**src/verilog/second_audio_pkg.sv**
```systemverilog
package second_audio_pkg;
   localparam int NUM_PINS = 10;
   localparam logic [3:0] REG_PIN_SELECT = 4'h0;
   localparam logic [3:0] REG_TX_CLOCK_CONTROL = 4'h1;
   localparam logic [3:0] REG_TX_CONTROL = 4'h2;
   localparam logic [3:0] REG_TX_DATA = 4'h3;
   localparam logic [3:0] REG_STATUS = 4'h4;
   localparam logic [3:0] REG_PIN_FUNCTION = 4'h5;
   localparam logic [3:0] REG_GPIO_DIR = 4'h6;
   localparam logic [3:0] REG_GPIO_DATA = 4'h7;
   localparam logic [3:0] REG_RX_DATA = 4'h8;
   localparam logic [3:0] REG_SOFT_RESET = 4'h9;
   localparam logic [23:0] RESET_WORD = 24'h00_0000;
   localparam logic [11:0] RESET_GPIO = 12'h000;
   localparam logic [3:0] RESET_SELECT = 4'h0;
   localparam int TCC_DIV_LSB = 0;
   localparam int TCC_WPF_LSB = 9;
   localparam int TCC_EXTRA_LSB = 14;
   localparam int TCC_HF_POL = 20;
   localparam int TCC_CLK_DIR = 21;
   localparam int TCC_FS_DIR = 22;
   localparam int TCC_HF_DIR = 23;
   localparam int TC_SYNC = 8;
   localparam int ST_UNDERRUN = 0;
   localparam logic [4:0] WORD_LAST = 5'h17;
   localparam logic [1:0] FIFO_DEPTH = 2'h2;
   localparam int PIN_RXCLK = 6;
   localparam int PIN_TXCLK = 7;
   localparam int PIN_RXFS = 8;
   localparam int PIN_TXFS = 9;
   // port-E bit taken by each pin when its serial function is off
   localparam int PE_BIT [NUM_PINS] = '{11, 10, 9, 8, 7, 6, 0, 3, 1, 4};
   typedef struct packed
   {
      logic [9:0] out;
      logic [9:0] oe;
   } pin_drive_t;
   typedef struct packed
   {
      logic [3:0] out;
      logic [3:0] oe;
      logic [3:0] uses;
   } first_port_t;
   typedef enum logic [1:0]
   {
      TX_OFF = 2'b00,
      TX_WAIT = 2'b01,
      TX_RUN = 2'b10
   } tx_state_t;
endpackage

```
**src/verilog/second_audio_port.sv**
```systemverilog
// Operation
// - mux bit selects first or second port
// - resets clear the pin-multiplex register
// - idle shared pins become port-E bits 11..8
// - idle dedicated pins become their port-E bits
// - data pin direction follows its transmit enable
// - clock and sync pins follow configured direction
// - sync mode clocks receiver with transmit clock
// - extra divider field only divides bit clock
// - direction bits pick clock source and drivers
// - clock control sets rates, sources, frame size
// - resets clear the transmit clock-control register
// - resets clear the transmit control register
// - six own pins, four shared, no HF pins
// - enabled transmitter floats until next frame sync
`timescale 1ns/1ps
`default_nettype none
module second_audio_port (
   input wire logic clock,
   input wire logic rst,
   input wire logic [3:0] addr,
   input wire logic [23:0] wrData,
   input wire logic wrStrobe,
   input wire logic rdStrobe,
   output var logic [23:0] rdData,
   input wire logic [9:0] pinIn,
   output var second_audio_pkg::pin_drive_t pinDrive,
   input wire second_audio_pkg::first_port_t firstPort,
   output logic [3:0] firstPortIn,
   output logic txReady
);
   import second_audio_pkg::*;

   function automatic logic wrHit(input logic s, input logic [3:0] a, input logic [3:0] off);
      return s && (a == off);
   endfunction

   logic [3:0] pinSelect;
   logic [23:0] txClockCtrl;
   logic [23:0] txCtrl;
   logic [11:0] pinFunction;
   logic [11:0] gpioDir;
   logic [11:0] gpioData;
   logic softReset;
   logic [9:0] pinMeta;
   logic [9:0] pinSync;
   logic [9:0] pinPrev;
   logic [7:0] divCnt;
   logic [3:0] extraCnt;
   logic intClkLevel;
   logic [4:0] bitCnt;
   logic [4:0] slotCnt;
   logic fsDrive;
   tx_state_t txState;
   logic [23:0] txShift;
   logic [23:0] fifoMem [2];
   logic wrPtr;
   logic rdPtr;
   logic [1:0] fifoCount;
   logic underrun;
   logic [23:0] rxShift;
   logic [23:0] rxWord;
   logic [9:0] fnPin;
   logic [9:0] serOut;
   logic [9:0] serOe;
   logic [11:0] peIn;
   pin_drive_t next_pinDrive;

   assign softReset = wrHit(wrStrobe, addr, REG_SOFT_RESET) && wrData[0];

   // a software reset clears these exactly as the hardware reset does
   always_ff @(posedge clock or posedge rst)
   begin
      if (rst)
      begin
         pinSelect <= RESET_SELECT;
         txClockCtrl <= RESET_WORD;
         txCtrl <= RESET_WORD;
      end
      else if (softReset)
      begin
         pinSelect <= RESET_SELECT;
         txClockCtrl <= RESET_WORD;
         txCtrl <= RESET_WORD;
      end
      else
      begin
         if (wrHit(wrStrobe, addr, REG_PIN_SELECT))
            pinSelect <= wrData[3:0];
         if (wrHit(wrStrobe, addr, REG_TX_CLOCK_CONTROL))
            txClockCtrl <= wrData;
         if (wrHit(wrStrobe, addr, REG_TX_CONTROL))
            txCtrl <= wrData;
      end
   end

   always_ff @(posedge clock or posedge rst)
   begin
      if (rst)
      begin
         pinFunction <= RESET_GPIO;
         gpioDir <= RESET_GPIO;
         gpioData <= RESET_GPIO;
      end
      else if (softReset)
      begin
         pinFunction <= RESET_GPIO;
         gpioDir <= RESET_GPIO;
         gpioData <= RESET_GPIO;
      end
      else
      begin
         if (wrHit(wrStrobe, addr, REG_PIN_FUNCTION))
            pinFunction <= wrData[11:0];
         if (wrHit(wrStrobe, addr, REG_GPIO_DIR))
            gpioDir <= wrData[11:0];
         if (wrHit(wrStrobe, addr, REG_GPIO_DATA))
            gpioData <= wrData[11:0];
      end
   end

   // pins are asynchronous to the core clock; edges are taken after two stages
   always_ff @(posedge clock or posedge rst)
   begin
      if (rst)
      begin
         pinMeta <= 10'h000;
         pinSync <= 10'h000;
         pinPrev <= 10'h000;
      end
      else
      begin
         pinMeta <= pinIn;
         pinSync <= pinMeta;
         pinPrev <= pinSync;
      end
   end

   logic modeValid;
   logic intClk;
   logic fsOut;
   logic syncMode;
   logic [5:0] teBits;
   logic [7:0] bitDiv;
   logic [3:0] extraDiv;
   logic [4:0] wordsLast;
   logic divRun;
   logic halfTick;
   logic shiftEv;
   logic sampleEv;
   logic frameEnd;
   logic fsHit;
   logic slotLoad;
   logic frameStart;
   logic going;
   logic push;
   logic pop;
   logic rxOn;

   // with the high-frequency direction bit clear every setting is reserved,
   // so the transmitter is held still rather than guessing
   assign modeValid = txClockCtrl[TCC_HF_DIR];
   assign intClk = txClockCtrl[TCC_CLK_DIR];
   assign fsOut = txClockCtrl[TCC_FS_DIR];
   assign syncMode = txCtrl[TC_SYNC];
   assign teBits = txCtrl[5:0];
   assign bitDiv = txClockCtrl[TCC_DIV_LSB +: 8];
   assign extraDiv = txClockCtrl[TCC_EXTRA_LSB +: 4];
   assign wordsLast = txClockCtrl[TCC_WPF_LSB +: 5];
   assign divRun = modeValid && intClk;
   assign halfTick = divRun && (divCnt == bitDiv) && (extraCnt == extraDiv);

   // the extra stage has no pin of its own; it only stretches the bit clock
   always_ff @(posedge clock or posedge rst)
   begin
      if (rst)
      begin
         divCnt <= 8'h00;
         extraCnt <= 4'h0;
         intClkLevel <= 1'b0;
      end
      else if (!divRun)
      begin
         divCnt <= 8'h00;
         extraCnt <= 4'h0;
         intClkLevel <= 1'b0;
      end
      else if (divCnt == bitDiv)
      begin
         divCnt <= 8'h00;
         if (extraCnt == extraDiv)
         begin
            extraCnt <= 4'h0;
            intClkLevel <= ~intClkLevel;
         end
         else
            extraCnt <= extraCnt + 4'h1;
      end
      else
         divCnt <= divCnt + 8'h01;
   end

   // data changes on the falling bit-clock edge, is sampled on the rising one
   assign shiftEv = modeValid && (intClk ? (halfTick && intClkLevel) :
                    (pinPrev[PIN_TXCLK] && !pinSync[PIN_TXCLK]));
   assign sampleEv = modeValid && (intClk ? (halfTick && !intClkLevel) :
                     (!pinPrev[PIN_TXCLK] && pinSync[PIN_TXCLK]));
   assign frameEnd = (bitCnt == WORD_LAST) && (slotCnt == wordsLast);
   assign fsHit = fsOut ? frameEnd : pinSync[PIN_TXFS];
   assign slotLoad = shiftEv && (fsHit || (bitCnt == WORD_LAST));
   assign frameStart = shiftEv && fsHit;

   always_ff @(posedge clock or posedge rst)
   begin
      if (rst)
      begin
         bitCnt <= 5'h00;
         slotCnt <= 5'h00;
         fsDrive <= 1'b0;
      end
      else if (!modeValid)
      begin
         // a frozen transmitter restarts its frame count from zero, so no
         // half-counted frame from an earlier setting delays the next start
         bitCnt <= 5'h00;
         slotCnt <= 5'h00;
         fsDrive <= 1'b0;
      end
      else if (shiftEv)
      begin
         fsDrive <= fsOut && fsHit;
         if (fsHit)
         begin
            bitCnt <= 5'h00;
            slotCnt <= 5'h00;
         end
         else if (bitCnt == WORD_LAST)
         begin
            bitCnt <= 5'h00;
            slotCnt <= slotCnt + 5'h01;
         end
         else
            bitCnt <= bitCnt + 5'h01;
      end
   end

   always_ff @(posedge clock or posedge rst)
   begin
      if (rst)
         txState <= TX_OFF;
      else if (!modeValid || teBits == 6'h00)
         txState <= TX_OFF;
      else
      begin
         case (txState)
            TX_OFF: txState <= TX_WAIT;
            TX_WAIT: if (frameStart) txState <= TX_RUN;
            TX_RUN: txState <= TX_RUN;
            default: txState <= TX_OFF;
         endcase
      end
   end

   assign going = (txState == TX_RUN) || ((txState == TX_WAIT) && frameStart);
   assign push = wrHit(wrStrobe, addr, REG_TX_DATA) && (fifoCount != FIFO_DEPTH);
   assign pop = slotLoad && going && (fifoCount != 2'h0);
   assign txReady = fifoCount != FIFO_DEPTH;

   // two words of slack so software can refill while a slot shifts out
   always_ff @(posedge clock or posedge rst)
   begin
      if (rst)
      begin
         wrPtr <= 1'b0;
         rdPtr <= 1'b0;
         fifoCount <= 2'h0;
         fifoMem[0] <= RESET_WORD;
         fifoMem[1] <= RESET_WORD;
      end
      else
      begin
         if (push)
         begin
            fifoMem[wrPtr] <= wrData;
            wrPtr <= ~wrPtr;
         end
         if (pop)
            rdPtr <= ~rdPtr;
         case ({push, pop})
            2'b10: fifoCount <= fifoCount + 2'h1;
            2'b01: fifoCount <= fifoCount - 2'h1;
            default: fifoCount <= fifoCount;
         endcase
      end
   end

   // an empty buffer at slot start sends zeros and marks an underrun
   always_ff @(posedge clock or posedge rst)
   begin
      if (rst)
         txShift <= RESET_WORD;
      else if (slotLoad)
         txShift <= pop ? fifoMem[rdPtr] : RESET_WORD;
      else if (shiftEv)
         txShift <= {txShift[22:0], 1'b0};
   end

   // set wins over a same-cycle write-one clear
   always_ff @(posedge clock or posedge rst)
   begin
      if (rst)
         underrun <= 1'b0;
      else if (slotLoad && going && fifoCount == 2'h0)
         underrun <= 1'b1;
      else if (wrHit(wrStrobe, addr, REG_STATUS) && wrData[ST_UNDERRUN])
         underrun <= 1'b0;
   end

   // receiver path is only the synchronous case on the last data pin
   assign rxOn = syncMode && modeValid && fnPin[5] && !teBits[5];

   always_ff @(posedge clock or posedge rst)
   begin
      if (rst)
         rxShift <= RESET_WORD;
      else if (sampleEv && rxOn)
         rxShift <= {rxShift[22:0], pinSync[5]};
   end

   always_ff @(posedge clock or posedge rst)
   begin
      if (rst)
         rxWord <= RESET_WORD;
      else if (slotLoad && rxOn)
         rxWord <= rxShift;
   end

   always_comb
   begin
      fnPin = 10'h000;
      peIn = 12'h000;
      for (int i = 0; i < NUM_PINS; i++)
      begin
         fnPin[i] = pinFunction[PE_BIT[i]];
         peIn[PE_BIT[i]] = pinSync[i];
      end
   end

   always_comb
   begin
      serOut = 10'h000;
      serOe = 10'h000;
      for (int i = 0; i < 6; i++)
      begin
         serOut[i] = txShift[23];
         serOe[i] = (txState == TX_RUN) && teBits[i];
      end
      serOut[PIN_TXCLK] = intClkLevel;
      serOe[PIN_TXCLK] = divRun;
      serOut[PIN_TXFS] = fsDrive;
      serOe[PIN_TXFS] = modeValid && fsOut;
   end

   // with their serial function on, receive clock and sync pins stay inputs: the far end drives them
   always_comb
   begin
      next_pinDrive = '0;
      for (int i = 0; i < NUM_PINS; i++)
      begin
         next_pinDrive.out[i] = fnPin[i] ? serOut[i] : gpioData[PE_BIT[i]];
         next_pinDrive.oe[i] = fnPin[i] ? serOe[i] : gpioDir[PE_BIT[i]];
      end
      // only the four shared pins can be handed to the first port
      for (int i = 0; i < 4; i++)
      begin
         if (!pinSelect[i])
         begin
            if (firstPort.uses[i])
            begin
               next_pinDrive.out[i] = firstPort.out[i];
               next_pinDrive.oe[i] = firstPort.oe[i];
            end
            else
            begin
               next_pinDrive.out[i] = gpioData[PE_BIT[i]];
               next_pinDrive.oe[i] = gpioDir[PE_BIT[i]];
            end
         end
      end
   end

   always_ff @(posedge clock or posedge rst)
   begin
      if (rst)
         pinDrive <= '0;
      else
         pinDrive <= next_pinDrive;
   end

   assign firstPortIn = pinSync[3:0] & ~pinSelect;

   always_ff @(posedge clock or posedge rst)
   begin
      if (rst)
         rdData <= RESET_WORD;
      else if (!rdStrobe)
         rdData <= RESET_WORD;
      else
      begin
         case (addr)
            REG_PIN_SELECT: rdData <= {20'h0_0000, pinSelect};
            REG_TX_CLOCK_CONTROL: rdData <= txClockCtrl;
            REG_TX_CONTROL: rdData <= txCtrl;
            REG_STATUS: rdData <= {20'h0_0000, fifoCount, txState == TX_RUN, underrun};
            REG_PIN_FUNCTION: rdData <= {12'h000, pinFunction};
            REG_GPIO_DIR: rdData <= {12'h000, gpioDir};
            REG_GPIO_DATA: rdData <= {12'h000, (gpioDir & gpioData) | (~gpioDir & peIn)};
            REG_RX_DATA: rdData <= rxWord;
            default: rdData <= RESET_WORD;
         endcase
      end
   end

   // helper: cycles between internal half-period ticks under steady settings
   logic [13:0] gapCnt;
   logic gapSeen;
   always_ff @(posedge clock or posedge rst)
   begin
      if (rst)
      begin
         gapCnt <= 14'h0000;
         gapSeen <= 1'b0;
      end
      else if (wrHit(wrStrobe, addr, REG_TX_CLOCK_CONTROL) || softReset || !divRun)
      begin
         gapCnt <= 14'h0000;
         gapSeen <= 1'b0;
      end
      else if (halfTick)
      begin
         gapCnt <= 14'h0000;
         gapSeen <= 1'b1;
      end
      else
         gapCnt <= gapCnt + 14'h0001;
   end
endmodule
`default_nettype wire
```
**config.mk**
```make
export PLATFORM = sky130hd
export DESIGN_NAME = second_audio_port
export DESIGN_NICKNAME = d
export VERILOG_FILES = /design/src/verilog/second_audio_pkg.sv /design/src/verilog/second_audio_port.sv
export SDC_FILE = /design/constraint.sdc
export NUM_CORES = 1
export LEC_CHECK = 0
export BUFFER_PORTS_ARGS = -buffer_cell sky130_fd_sc_hd__buf_2
export CELL_PAD_IN_SITES_DETAIL_PLACEMENT = 0
export CELL_PAD_IN_SITES_GLOBAL_PLACEMENT = 1
export CORE_AREA = 2 2 163 165
export CTS_CLUSTER_DIAMETER = 40
export DETAILED_ROUTE_END_ITERATION = 10
export DIE_AREA = 0 0 165 167
export PLACE_DENSITY_LB_ADDON = 0.1
export SLEW_MARGIN = 20
export SYNTH_ARGS = -nofsm -noshare
export SYNTH_HDL_FRONTEND = slang
export SYNTH_SLANG_ARGS = --single-unit
```
**constraint.sdc**
```tcl
create_clock -name clock -period 15.7 [get_ports clock]
set_input_delay 1.57 -clock clock [delete_from_list [all_inputs] [get_ports clock]]
set_output_delay 1.57 -clock clock [all_outputs]
set_load 0.005 [all_outputs]
```
## Word level (Yosys, flattened, before mapping)

Cells that the tools add are included.

| storage, ports and cells | value |
|---|---|
| bits in registers | 311 |
| bits of input ports | 54 |
| output and inout bits | 49 |

| operators by class | value |
|---|---|
| add/subtract/negate cells | 6 |
| magnitude comparators | 3 |
| equality and inequality tests | 23 |
| muxes and demuxes | 86 |
| bitwise operators | 11 |
| reduce and logical (&&, ||, !) cells | 66 |

Operators by type and width:

| cell | count |
|---|---|
| $mux W24 | 12 |
| $pmux W24 S8 | 1 |
| $mux W12 | 6 |
| $bwmux W48 | 1 |
| $mux W1 | 46 |
| $logic_and A1 B1 Y1 | 42 |
| $mux W5 | 8 |
| $and A12 B12 Y12 | 2 |
| $demux W24 S1 | 1 |
| $mux W4 | 5 |
| $reduce_bool A2 Y1 | 10 |
| $eq A4 B3 Y1 const B | 4 |
| $mux W8 | 2 |
| $not A12 Y12 | 1 |
| $or A12 B12 Y12 | 1 |
| $add A5 B1 Y5 const B | 2 |
| $add A8 B1 Y8 const B | 1 |
| $eq A4 B2 Y1 const B | 2 |
| $eq A4 B4 Y1 const B | 2 |
| $eq A8 B8 Y1 | 1 |
| $logic_not A6 Y1 | 1 |
| $ne A2 B1 Y1 const B | 3 |
| $pmux W2 S3 | 1 |
| $eq A5 B5 Y1 | 1 |
| 24 further kinds | 39 |

## Longest topological paths before layout

Gate-level depths: netlist (run 1).

| logic depth | value |
|---|---|
| word-level depth | 13 |
| mapped depth | 13 |
| mapped depth without buffers | 11 |

## Least setup slack after synthesis (run 1)

OpenSTA, ideal clock, no wires.

| path | value |
|---|---|
| path kind | in2reg |
| start | input port addr[1] |
| end | register fifoMem[24] (netlist name) |
| library setup time | 0.125 ns |
| arrival | 2.970 ns |
| required time | 15.575 ns |
| path slack | 12.605 ns |
| stages on the path | 7 |
| path through | buf_2 > nand2_1 > nor2b_1 > nand3_1 > nor2_1 > buf_2 > mux2_2 |

| on the way | value |
|---|---|
| longest elaborated chain between the ends | 3 |

Ends and longest elaborated chain:

| item | RTL line | text |
|---|---|---|
| start: declaration | second_audio_port.sv:21 | `input wire logic [3:0] addr,` |
| $eq A4 B2 Y1 | second_audio_port.sv:35 | `return s && (a == off);` |
| $logic_and A1 B1 Y1 | second_audio_port.sv:35 |  |
| $logic_and A1 B1 Y1 | second_audio_port.sv:265 | `assign push = wrHit(wrStrobe, addr, REG_TX_DATA) && (fifoCount != FIFO_DEPTH);` |
| end signal: indexed assignment | second_audio_port.sv:284 | `fifoMem[wrPtr] <= wrData;` |
| end: declaration | second_audio_port.sv:56 | `logic [23:0] fifoMem [2];` |

Every way passes these cells.
A chain may end at the register's enable or synchronous reset.

## Worst setup path in the final report (run 1)

| path | value |
|---|---|
| start | register bitCnt[0] |
| end | register fifoCount[1] |

| on the way | value |
|---|---|
| longest elaborated chain between the ends | 10 |
| elaborated cells on any way between the ends | 14 |

Ends and longest elaborated chain:

| item | RTL line | text |
|---|---|---|
| start: declaration | second_audio_port.sv:51 | `logic [4:0] bitCnt;` |
| start signal: assignment | second_audio_port.sv:243 | `bitCnt <= bitCnt + 5'h01;` |
| $eq A5 B5 Y1 (*) | second_audio_port.sv:208, second_audio_port.sv:210 |  |
| $logic_and A1 B1 Y1 | second_audio_port.sv:208 | `assign frameEnd = (bitCnt == WORD_LAST) && (slotCnt == wordsLast);` |
| $mux W1 | second_audio_port.sv:209 | `assign fsHit = fsOut ? frameEnd : pinSync[PIN_TXFS];` |
| $logic_and A1 B1 Y1 | second_audio_port.sv:211 | `assign frameStart = shiftEv && fsHit;` |
| $logic_and A1 B1 Y1 | second_audio_port.sv:264 | `assign going = (txState == TX_RUN) \|\| ((txState == TX_WAIT) && frameStart);` |
| $logic_or A1 B1 Y1 | second_audio_port.sv:264 |  |
| $logic_and A1 B1 Y1 (*) (2 in a row) | second_audio_port.sv:266 | `assign pop = slotLoad && going && (fifoCount != 2'h0);` |
| net pop | second_audio_port.sv:157 | `logic pop;` |
| $eq A2 B1 Y1 / $eq A2 B2 Y1 (equally long branches) | second_audio_port.sv:289 | `case ({push, pop})` |
| $pmux W2 S2 / $reduce_bool A2 Y1 (equally long branches) | -- |  |
| end signal: assignment | second_audio_port.sv:290 | `2'b10: fifoCount <= fifoCount + 2'h1;` |
| end signal: assignment | second_audio_port.sv:291 | `2'b01: fifoCount <= fifoCount - 2'h1;` |
| end signal: assignment | second_audio_port.sv:292 | `default: fifoCount <= fifoCount;` |
| end: declaration | second_audio_port.sv:59 | `logic [1:0] fifoCount;` |

Mark *: on every way through the listed nets, which the timed path passes. The rest lies on a longest branch.

==> reports/qor.log, run 1 <==
INFO  clocking       post-cts-setup-buffer-count=0
INFO  floorplanning  ioPinCount=103
INFO  sta            f_max=0.292GHz
INFO  clocking       cts_repair_resize_count=0
INFO  floorplanning  die_area=27600squm
INFO  clocking       tritoncts=built
INFO  floorplanning  fp.coreArea=25800squm
INFO  logic_synthesis synthArstFlopShare=100%
INFO  hold_path      timing.hold.worst.start=pinMeta[1]$_DFF_PP0_
INFO  finish         fillers=2169
INFO  floorplanning  chip_width=165um
INFO  routing        route.final.wire_length=34400um
INFO  hold_path      hold_path.class=flip-flop to flip-flop
INFO  power          p_leak=7.15nW
INFO  routing        ant_nets=0
INFO  routing        m1WireLength=16100um
INFO  place          dp_hpwl=22400um
INFO  critical_path  critical_path.max_fanout=24
INFO  routing        route.detailed.drc=0
INFO  finish         final_non_filler_cell_total=1665
INFO  logic_synthesis synthFlopType=sky130_fd_sc_hd__dfrtp_1
INFO  global_route   overflow=0
INFO  finish         numnets_final=1360
INFO  logic_synthesis synth_most_common_cell=sky130_fd_sc_hd__dfrtp_1
INFO  logic_synthesis synth.top_cells.by_area=sky130_fd_sc_hd__dfrtp_1 (57%), sky130_fd_sc_hd__mux2_2 (9.1%), sky130_fd_sc_hd__nand2_1 (5.8%), sky130_fd_sc_hd__a21oi_1 (5.0%), sky130_fd_sc_hd__a22oi_1 (2.7%)
INFO  routing        met3_wirelength=2030um
INFO  routing        detail_route.first_pass.iterations=5
INFO  clocking       clk-insertion-delay-late=540ps
INFO  logic_synthesis synth.net_count=1268
INFO  place          port-buffer-count=102
INFO  routing        vias_per_cell=5.73
INFO  sta            fin_skew=20.5ps
INFO  logic_synthesis synthesis.instances=1206
INFO  critical_path  reg2reg_slack=12270ps
INFO  sta            final_period_minus_worst_setup_slack=3430ps
INFO  logic_synthesis synth_sequential_area_ratio=57.3%
INFO  floorplanning  initial_core_util=51.5%
INFO  global_route   vias_in_the_first_global_route=9529
INFO  power          cellInternalPower=1.70mW
INFO  finish         final_layout_size_suffix_gt1_share=24.9%
INFO  sta            finalSetupViolations=0
INFO  clocking       clk_path_buf_depth=3
INFO  global_route   grt_start_max_net_pins=179
INFO  routing        routedWlPerCell=20.7um
INFO  clocking       cts-buffers-inserted=42
INFO  critical_path  critical_setup_path_kind=flip-flop to flip-flop
INFO  power          power.clock.fraction=41.6%
INFO  logic_synthesis synth-edff-count=0
INFO  logic_synthesis synth-seq-cells=304
INFO  critical_path  crit_arrival=3880ps
INFO  run            max_cap_viol_count=0
INFO  power          sequential_share_of_power=44.3%
INFO  sta            finalHoldViolCount=0
INFO  logic_synthesis syn_area=13300squm
INFO  power          power_density=151nW/um^2
INFO  routing        drt_iter0_drc=723
INFO  place          place_inst=1589
INFO  logic_synthesis yosysWarningCount=0
INFO  finish         n_antenna_cell=0
INFO  global_route   grt_antenna_before_repair=0
INFO  sta            min_period_over_period=21.8%
INFO  sta            worst_slew_pin_slew=1030ps
INFO  critical_path  worstSetupEndpointType=flip-flop
INFO  outcome        outcome=finished clean
INFO  logic_synthesis syn_area_per_cell=11.0squm
INFO  floorplanning  placementRows=59
INFO  finish         syn_to_final_growth=16.9%
INFO  logic_synthesis netlist.area_leader.share=57.3%
INFO  power          power.switching_fraction=27.3%
INFO  logic_synthesis yosys.cell_types.count=59
INFO  clocking       ctsRootBufferMaster=sky130_fd_sc_hd__clkbuf_16
INFO  routing        via_count=9535
INFO  sta            timing_max_transition_violations_final=0
INFO  sta            timing.setup.tns=0ps
INFO  routing        topRoutingLayerUsed=met4
INFO  power          vdd_ir_drop_max=114uV
INFO  clocking       cts_h_tree_lvls=2
INFO  floorplanning  floorplan.die.height=167um
INFO  power          pwr-share-comb=14.1%
INFO  clocking       clk_pin_slew_worst_paths=60ps
INFO  global_route   total_global_route_track_usage=25.8%
INFO  critical_path  worst_setup_path_startpoint=bitCnt[0]$_DFFE_PP0P_
INFO  sta            slew_headroom=31.3%
INFO  place          routabilityCongestion=0.867
INFO  clocking       cts.hold.buffers_added=0
INFO  critical_path  crit_path_start_kind=flip-flop
INFO  sta            rsz0062_at_grt=no
INFO  clocking       cts_sinks=304
INFO  global_route   wire_length_of_the_first_global_routing_pass=54500um
INFO  power          total_switching_power=0.637mW
INFO  finish         final_util=60.2%
INFO  routing        route.met2.wl=15500um
INFO  logic_synthesis post-synth-top-area-cell=sky130_fd_sc_hd__dfrtp_1
INFO  critical_path  critical_path_required=16150ps
INFO  critical_path  r2r-start=bitCnt[0]$_DFFE_PP0P_
INFO  logic_synthesis synth.top_cells.by_count=sky130_fd_sc_hd__dfrtp_1 (304), sky130_fd_sc_hd__nand2_1 (206), sky130_fd_sc_hd__a21oi_1 (132), sky130_fd_sc_hd__mux2_2 (107), sky130_fd_sc_hd__nor2_1 (66)
[layout by cell type (no fill, tap or decap), types with 16 or more instances in the layout]
| master | netlist | routed |
|---|---|---|
| sky130_fd_sc_hd__nand3_1 | 27 | 27 |
| sky130_fd_sc_hd__nor2b_1 | 16 | 16 |
| sky130_fd_sc_hd__buf_2 | 11 | 102 |
| sky130_fd_sc_hd__nand2_1 | 206 | 206 |
| sky130_fd_sc_hd__a21oi_1 | 132 | 132 |
| sky130_fd_sc_hd__inv_1 | 19 | 18 |
| sky130_fd_sc_hd__xnor2_1 | 23 | 23 |
| sky130_fd_sc_hd__dfrtp_1 | 304 | 303 |
| sky130_fd_sc_hd__o21ai_0 | 29 | 29 |
| sky130_fd_sc_hd__clkbuf_16 | 0 | 42 |
| sky130_fd_sc_hd__a22oi_1 | 47 | 47 |
| sky130_fd_sc_hd__mux2_2 | 107 | 107 |
| sky130_fd_sc_hd__mux2_4 | 20 | 20 |
| sky130_fd_sc_hd__nor2_1 | 66 | 65 |
[stage by stage]
stage	area [sq um]	setup WS, ps	hold WS, ps	power (mW)
detailed placement	14100	12010	337	1.38
global placement	14100	12030	332	1.37
floorplan	13300	5730	331	1.26
global route	15500	12110	354	2.45
finish	15500	12270	348	2.34
CTS	15500	12320	350	2.35
[worst paths after layout]
path	to	cells past startpoint
worst min-delay path	pinSync[1]$_DFF_PP0_	0
worst min register to register	pinSync[1]$_DFF_PP0_	0
worst max-delay path	fifoCount[1]$_DFFE_PP0P_	10
max in group asynchronous	rdPtr$_DFFE_PP0P_	3
min in group asynchronous	rxShift[5]$_DFFE_PP0P_	2
worst max register to register	fifoCount[1]$_DFFE_PP0P_	10
[power by group through the flow]
| stage | Sequential, mW | Combinational [mW] | Clock, mW |
|---|---|---|---|
| after detailed placement | 1.05 | 0.331 | 0 |
| after floorplan | 1.01 | 0.255 | 0 |
| final | 1.04 | 0.330 | 0.972 |
| after global routing | 1.05 | 0.371 | 1.02 |
| after global placement | 1.04 | 0.323 | 0 |
| after CTS | 1.03 | 0.333 | 0.986 |
[state kept, by name, indices dropped and copies added (netlist names), 8 cells and up]
name         cells
gpioData        12
rxWord          24
pinDrive        20
pinFunction     12
pinMeta         10
gpioDir         12
txClockCtrl     24
txShift         24
txCtrl          24
rxShift         24
divCnt           8
pinSync         10
rdData          24
fifoMem         48
[cell families (layout without fill, tap and decap cells)]
logic type / Yosys count / count (layout) / synth area share, %
and+or+nand+nor: 365 / 365 / 12.4
DFF: 304 / 304 / 57.3
AOI/OAI and AO/OA: 269 / 269 / 12.3
muxes: 141 / 141 / 12.4
buffers and inverters: 88 / 212 / 2.76
xor gates and xnor gates: 31 / 31 / 2.05
adders and majority gates: 8 / 8 / 0.754
[worst max-delay path: stages (launching register included)]
cell and delay, ps:
sky130_fd_sc_hd__dfrtp_1 390, sky130_fd_sc_hd__ha_1 250, sky130_fd_sc_hd__and4b_1 300, sky130_fd_sc_hd__nand4_1 190, sky130_fd_sc_hd__o21ai_0 450, sky130_fd_sc_hd__and2_1 850
sky130_fd_sc_hd__nand2_1 250, sky130_fd_sc_hd__inv_1 100, sky130_fd_sc_hd__ha_1 250, sky130_fd_sc_hd__nor2_1 170, sky130_fd_sc_hd__xor2_1 160
[final cells by class]
| cell class | count | area [sq um] | share of cell area (%) |
|---|---|---|---|
| clock inverters | 24 | 307 | 1.98 |
| flip-flops and latches | 304 | 7610 | 49.1 |
| well taps | 335 | 419 | 2.70 |
| inverters | 19 | 78.8 | 0.508 |
| clock buffers | 52 | 1140 | 7.34 |
| repair buffers | 117 | 636 | 4.10 |
| multi-input cells | 814 | 5320 | 34.3 |
[per-layer routing]
| metal | vias to the layer above | GRT usage [%] |
|---|---|---|
| met5 | - | 0 |
| met3 | 52 | 4.88 |
| met2 | 275 | 38.4 |
| li1 | 4417 | - |
| met1 | 4791 | 38.6 |
| met4 | 0 | 7.30 |
(Power assumes the default switching activity.)
==> run 2: changes to the inputs <==
Settings changed: CORE_AREA 2 2 163 165 to 2 2 179 181, DIE_AREA 0 0 165 167 to 0 0 181 183.
Clock period 15.7 ns to 3.05 ns, I/O delays scaled along.
==> reports/qor.log, run 2 (same netlist as run 1, synthesis figures left out) <==
INFO  clocking       clk-insertion-delay-late=530ps
INFO  critical_path  critical_path.max_fanout=24
INFO  critical_path  r2r-start=divCnt[1]$_DFF_PP0_
INFO  critical_path  rr_endpoint=rxShift[21]$_DFFE_PP0P_
INFO  global_route   grt_antenna_before_repair=0
INFO  finish         syn_to_final_growth=20.1%
INFO  critical_path  critical_setup_path_kind=flip-flop to flip-flop
INFO  global_route   grt_start_max_net_pins=150
INFO  clocking       post-cts-setup-buffer-count=0
INFO  routing        drt_iter0_drc=803
INFO  floorplanning  initial_core_util=42.5%
INFO  sta            finalHoldViolCount=0
INFO  critical_path  ff2ff_path_depth=6
INFO  hold_path      worstHoldPathCells=3
INFO  finish         final_design_area_no_fill=15900squm
INFO  finish         numnets_final=1391
INFO  routing        vias_per_cell=5.39
INFO  routing        detail_route.first_pass.iterations=5
INFO  hold_path      timing.hold.worst.start=firstPort[10]
INFO  sta            finalSetupViolations=0
INFO  clocking       cts.hold.buffers_added=11
INFO  sta            finalHoldWorstSlack=43.1ps
INFO  routing        route.detailed.drc=0
INFO  global_route   wire_length_of_the_first_global_routing_pass=57100um
INFO  run            max_cap_viol_count=0
INFO  finish         n_antenna_cell=0
INFO  clocking       clk_pin_slew_worst_paths=60ps
INFO  place          port-buffer-count=102
INFO  floorplanning  die_area=33100squm
INFO  finish         mostFrequentLayoutCell=sky130_fd_sc_hd__dfrtp_1
INFO  sta            timing_max_transition_violations_final=0
INFO  power          total_power=12.3mW
INFO  clocking       cts_h_tree_lvls=2
INFO  critical_path  reg2reg_slack=420ps
INFO  power          vdd_ir_drop_max=533uV
INFO  place          place_inst=1672
INFO  clocking       cts_sinks=304
INFO  floorplanning  chip_width=181um
INFO  finish         fillers=2877
INFO  sta            timing.final.ws_setup=422ps
INFO  clocking       cts_repair_resize_count=0
INFO  routing        via_count=9535
INFO  finish         largest-register=fifoMem
INFO  outcome        outcome=finished clean
INFO  sta            rsz0062_at_grt=no
INFO  finish         largest_register_ff_count=48
INFO  sta            min_period_over_period=86.2%
INFO  clocking       ctsRootBufferMaster=sky130_fd_sc_hd__clkbuf_16
INFO  clocking       cts-buffers-inserted=46
INFO  place          place_area=14300squm
INFO  finish         final_layout_size_suffix_gt1_share=26.2%
INFO  critical_path  crit_arrival=3040ps
INFO  clocking       tritoncts=built
INFO  sta            slew_headroom=30.6%
INFO  routing        ant_nets=0
INFO  finish         multiInputGateArea=5320squm
INFO  finish         sequential_cell_area=7610squm
INFO  power          p_leak=7.33nW
INFO  sta            fin_skew=11.0ps
INFO  place          dp_hpwl=24100um
INFO  routing        routedWlPerCell=20.5um
INFO  global_route   total_global_route_track_usage=22.2%
INFO  sta            worst_slew_pin_slew=1040ps
INFO  floorplanning  floorplan.die.height=183um
INFO  floorplanning  fp.coreArea=31200squm
INFO  sta            f_max=0.381GHz
INFO  global_route   overflow=0
INFO  global_route   vias_in_the_first_global_route=9689
INFO  floorplanning  ioPinCount=103
INFO  floorplanning  placementRows=65
INFO  critical_path  critical_path_required=3460ps
INFO  place          post_place_setup_slack=413ps
INFO  power          power_density=771nW/um^2
INFO  place          routabilityCongestion=0.825
INFO  critical_path  worstSetupEndpointType=flip-flop
INFO  hold_path      hold_path.class=input pin to flip-flop
INFO  sta            final_period_minus_worst_setup_slack=2630ps
INFO  clocking       clk_path_buf_depth=3
INFO  hold_path      timing.hold.worst_endpoint=pinDrive[12]$_DFF_PP0_
INFO  finish         final_non_filler_cell_total=1768
INFO  routing        route.final.wire_length=36300um
INFO  finish         final_cell_mix=sky130_fd_sc_hd__dfrtp_1 (304), sky130_fd_sc_hd__nand2_1 (206), sky130_fd_sc_hd__a21oi_1 (132), sky130_fd_sc_hd__mux2_2 (107), sky130_fd_sc_hd__buf_2 (102)
INFO  critical_path  crit_path_start_kind=flip-flop
==> run 2: routing by layer <==
layer	GRT usage (%)	routed length (um)	vias up
met5	0	0	-
met4	5.14	657	0
met3	3.16	1620	51
met2	33.5	16200	213
met1	33.8	17900	4799
li1	-	-	4472
==> run 2: worst max-delay path, stage by stage (launching register included) <==
cell and delay (ps):
sky130_fd_sc_hd__dfrtp_1 420, sky130_fd_sc_hd__xnor2_1 140, sky130_fd_sc_hd__nand4_1 240, sky130_fd_sc_hd__or2_1 360
sky130_fd_sc_hd__nor4_4 90, sky130_fd_sc_hd__o21ai_4 830, sky130_fd_sc_hd__mux2_2 420
==> run 2: layout make-up <==
type	instances	area share [%]
well taps	402	3.16
clock buffers	58	8.20
repair buffers	144	5.51
flip-flops and latches	304	47.7
inverters	19	0.471
multi-input cells	814	33.4
clock inverters	27	1.56
==> run 2: report_power, final <==
part	switching, mW	leakage, nW	internal [mW]	total, mW
clock	1.98	0.755	3.24	5.22
combinational	0.863	2.60	0.888	1.75
sequential	0.534	3.97	4.78	5.31
==> run 2: stage by stage <==
step           TNS (ps)  util (%)
2_1_floorplan   -394590         -
3_3_place_gp          0      45.7
3_5_place_dp          0      45.7
4_1_cts               0      51.0
5_1_grt               0      51.0
6_report              0      51.0
==> run 2: how the worst max path moves through the flow <==
stage / from / to / slack (ps) / cells past startpoint
global route: divCnt[5]$_DFF_PP0_ / rxShift[20]$_DFFE_PP0P_ / 240 / 6
CTS: txClockCtrl[0]$_DFFE_PP0P_ / rxShift[21]$_DFFE_PP0P_ / 400 / 6
global placement: txClockCtrl[0]$_DFFE_PP0P_ / rxShift[20]$_DFFE_PP0P_ / 460 / 6
floorplan: rst / bitCnt[0]$_DFFE_PP0P_ / -1300 / 1
finish: divCnt[1]$_DFF_PP0_ / rxShift[21]$_DFFE_PP0P_ / 420 / 6
detailed placement: txClockCtrl[0]$_DFFE_PP0P_ / rxShift[20]$_DFFE_PP0P_ / 410 / 6
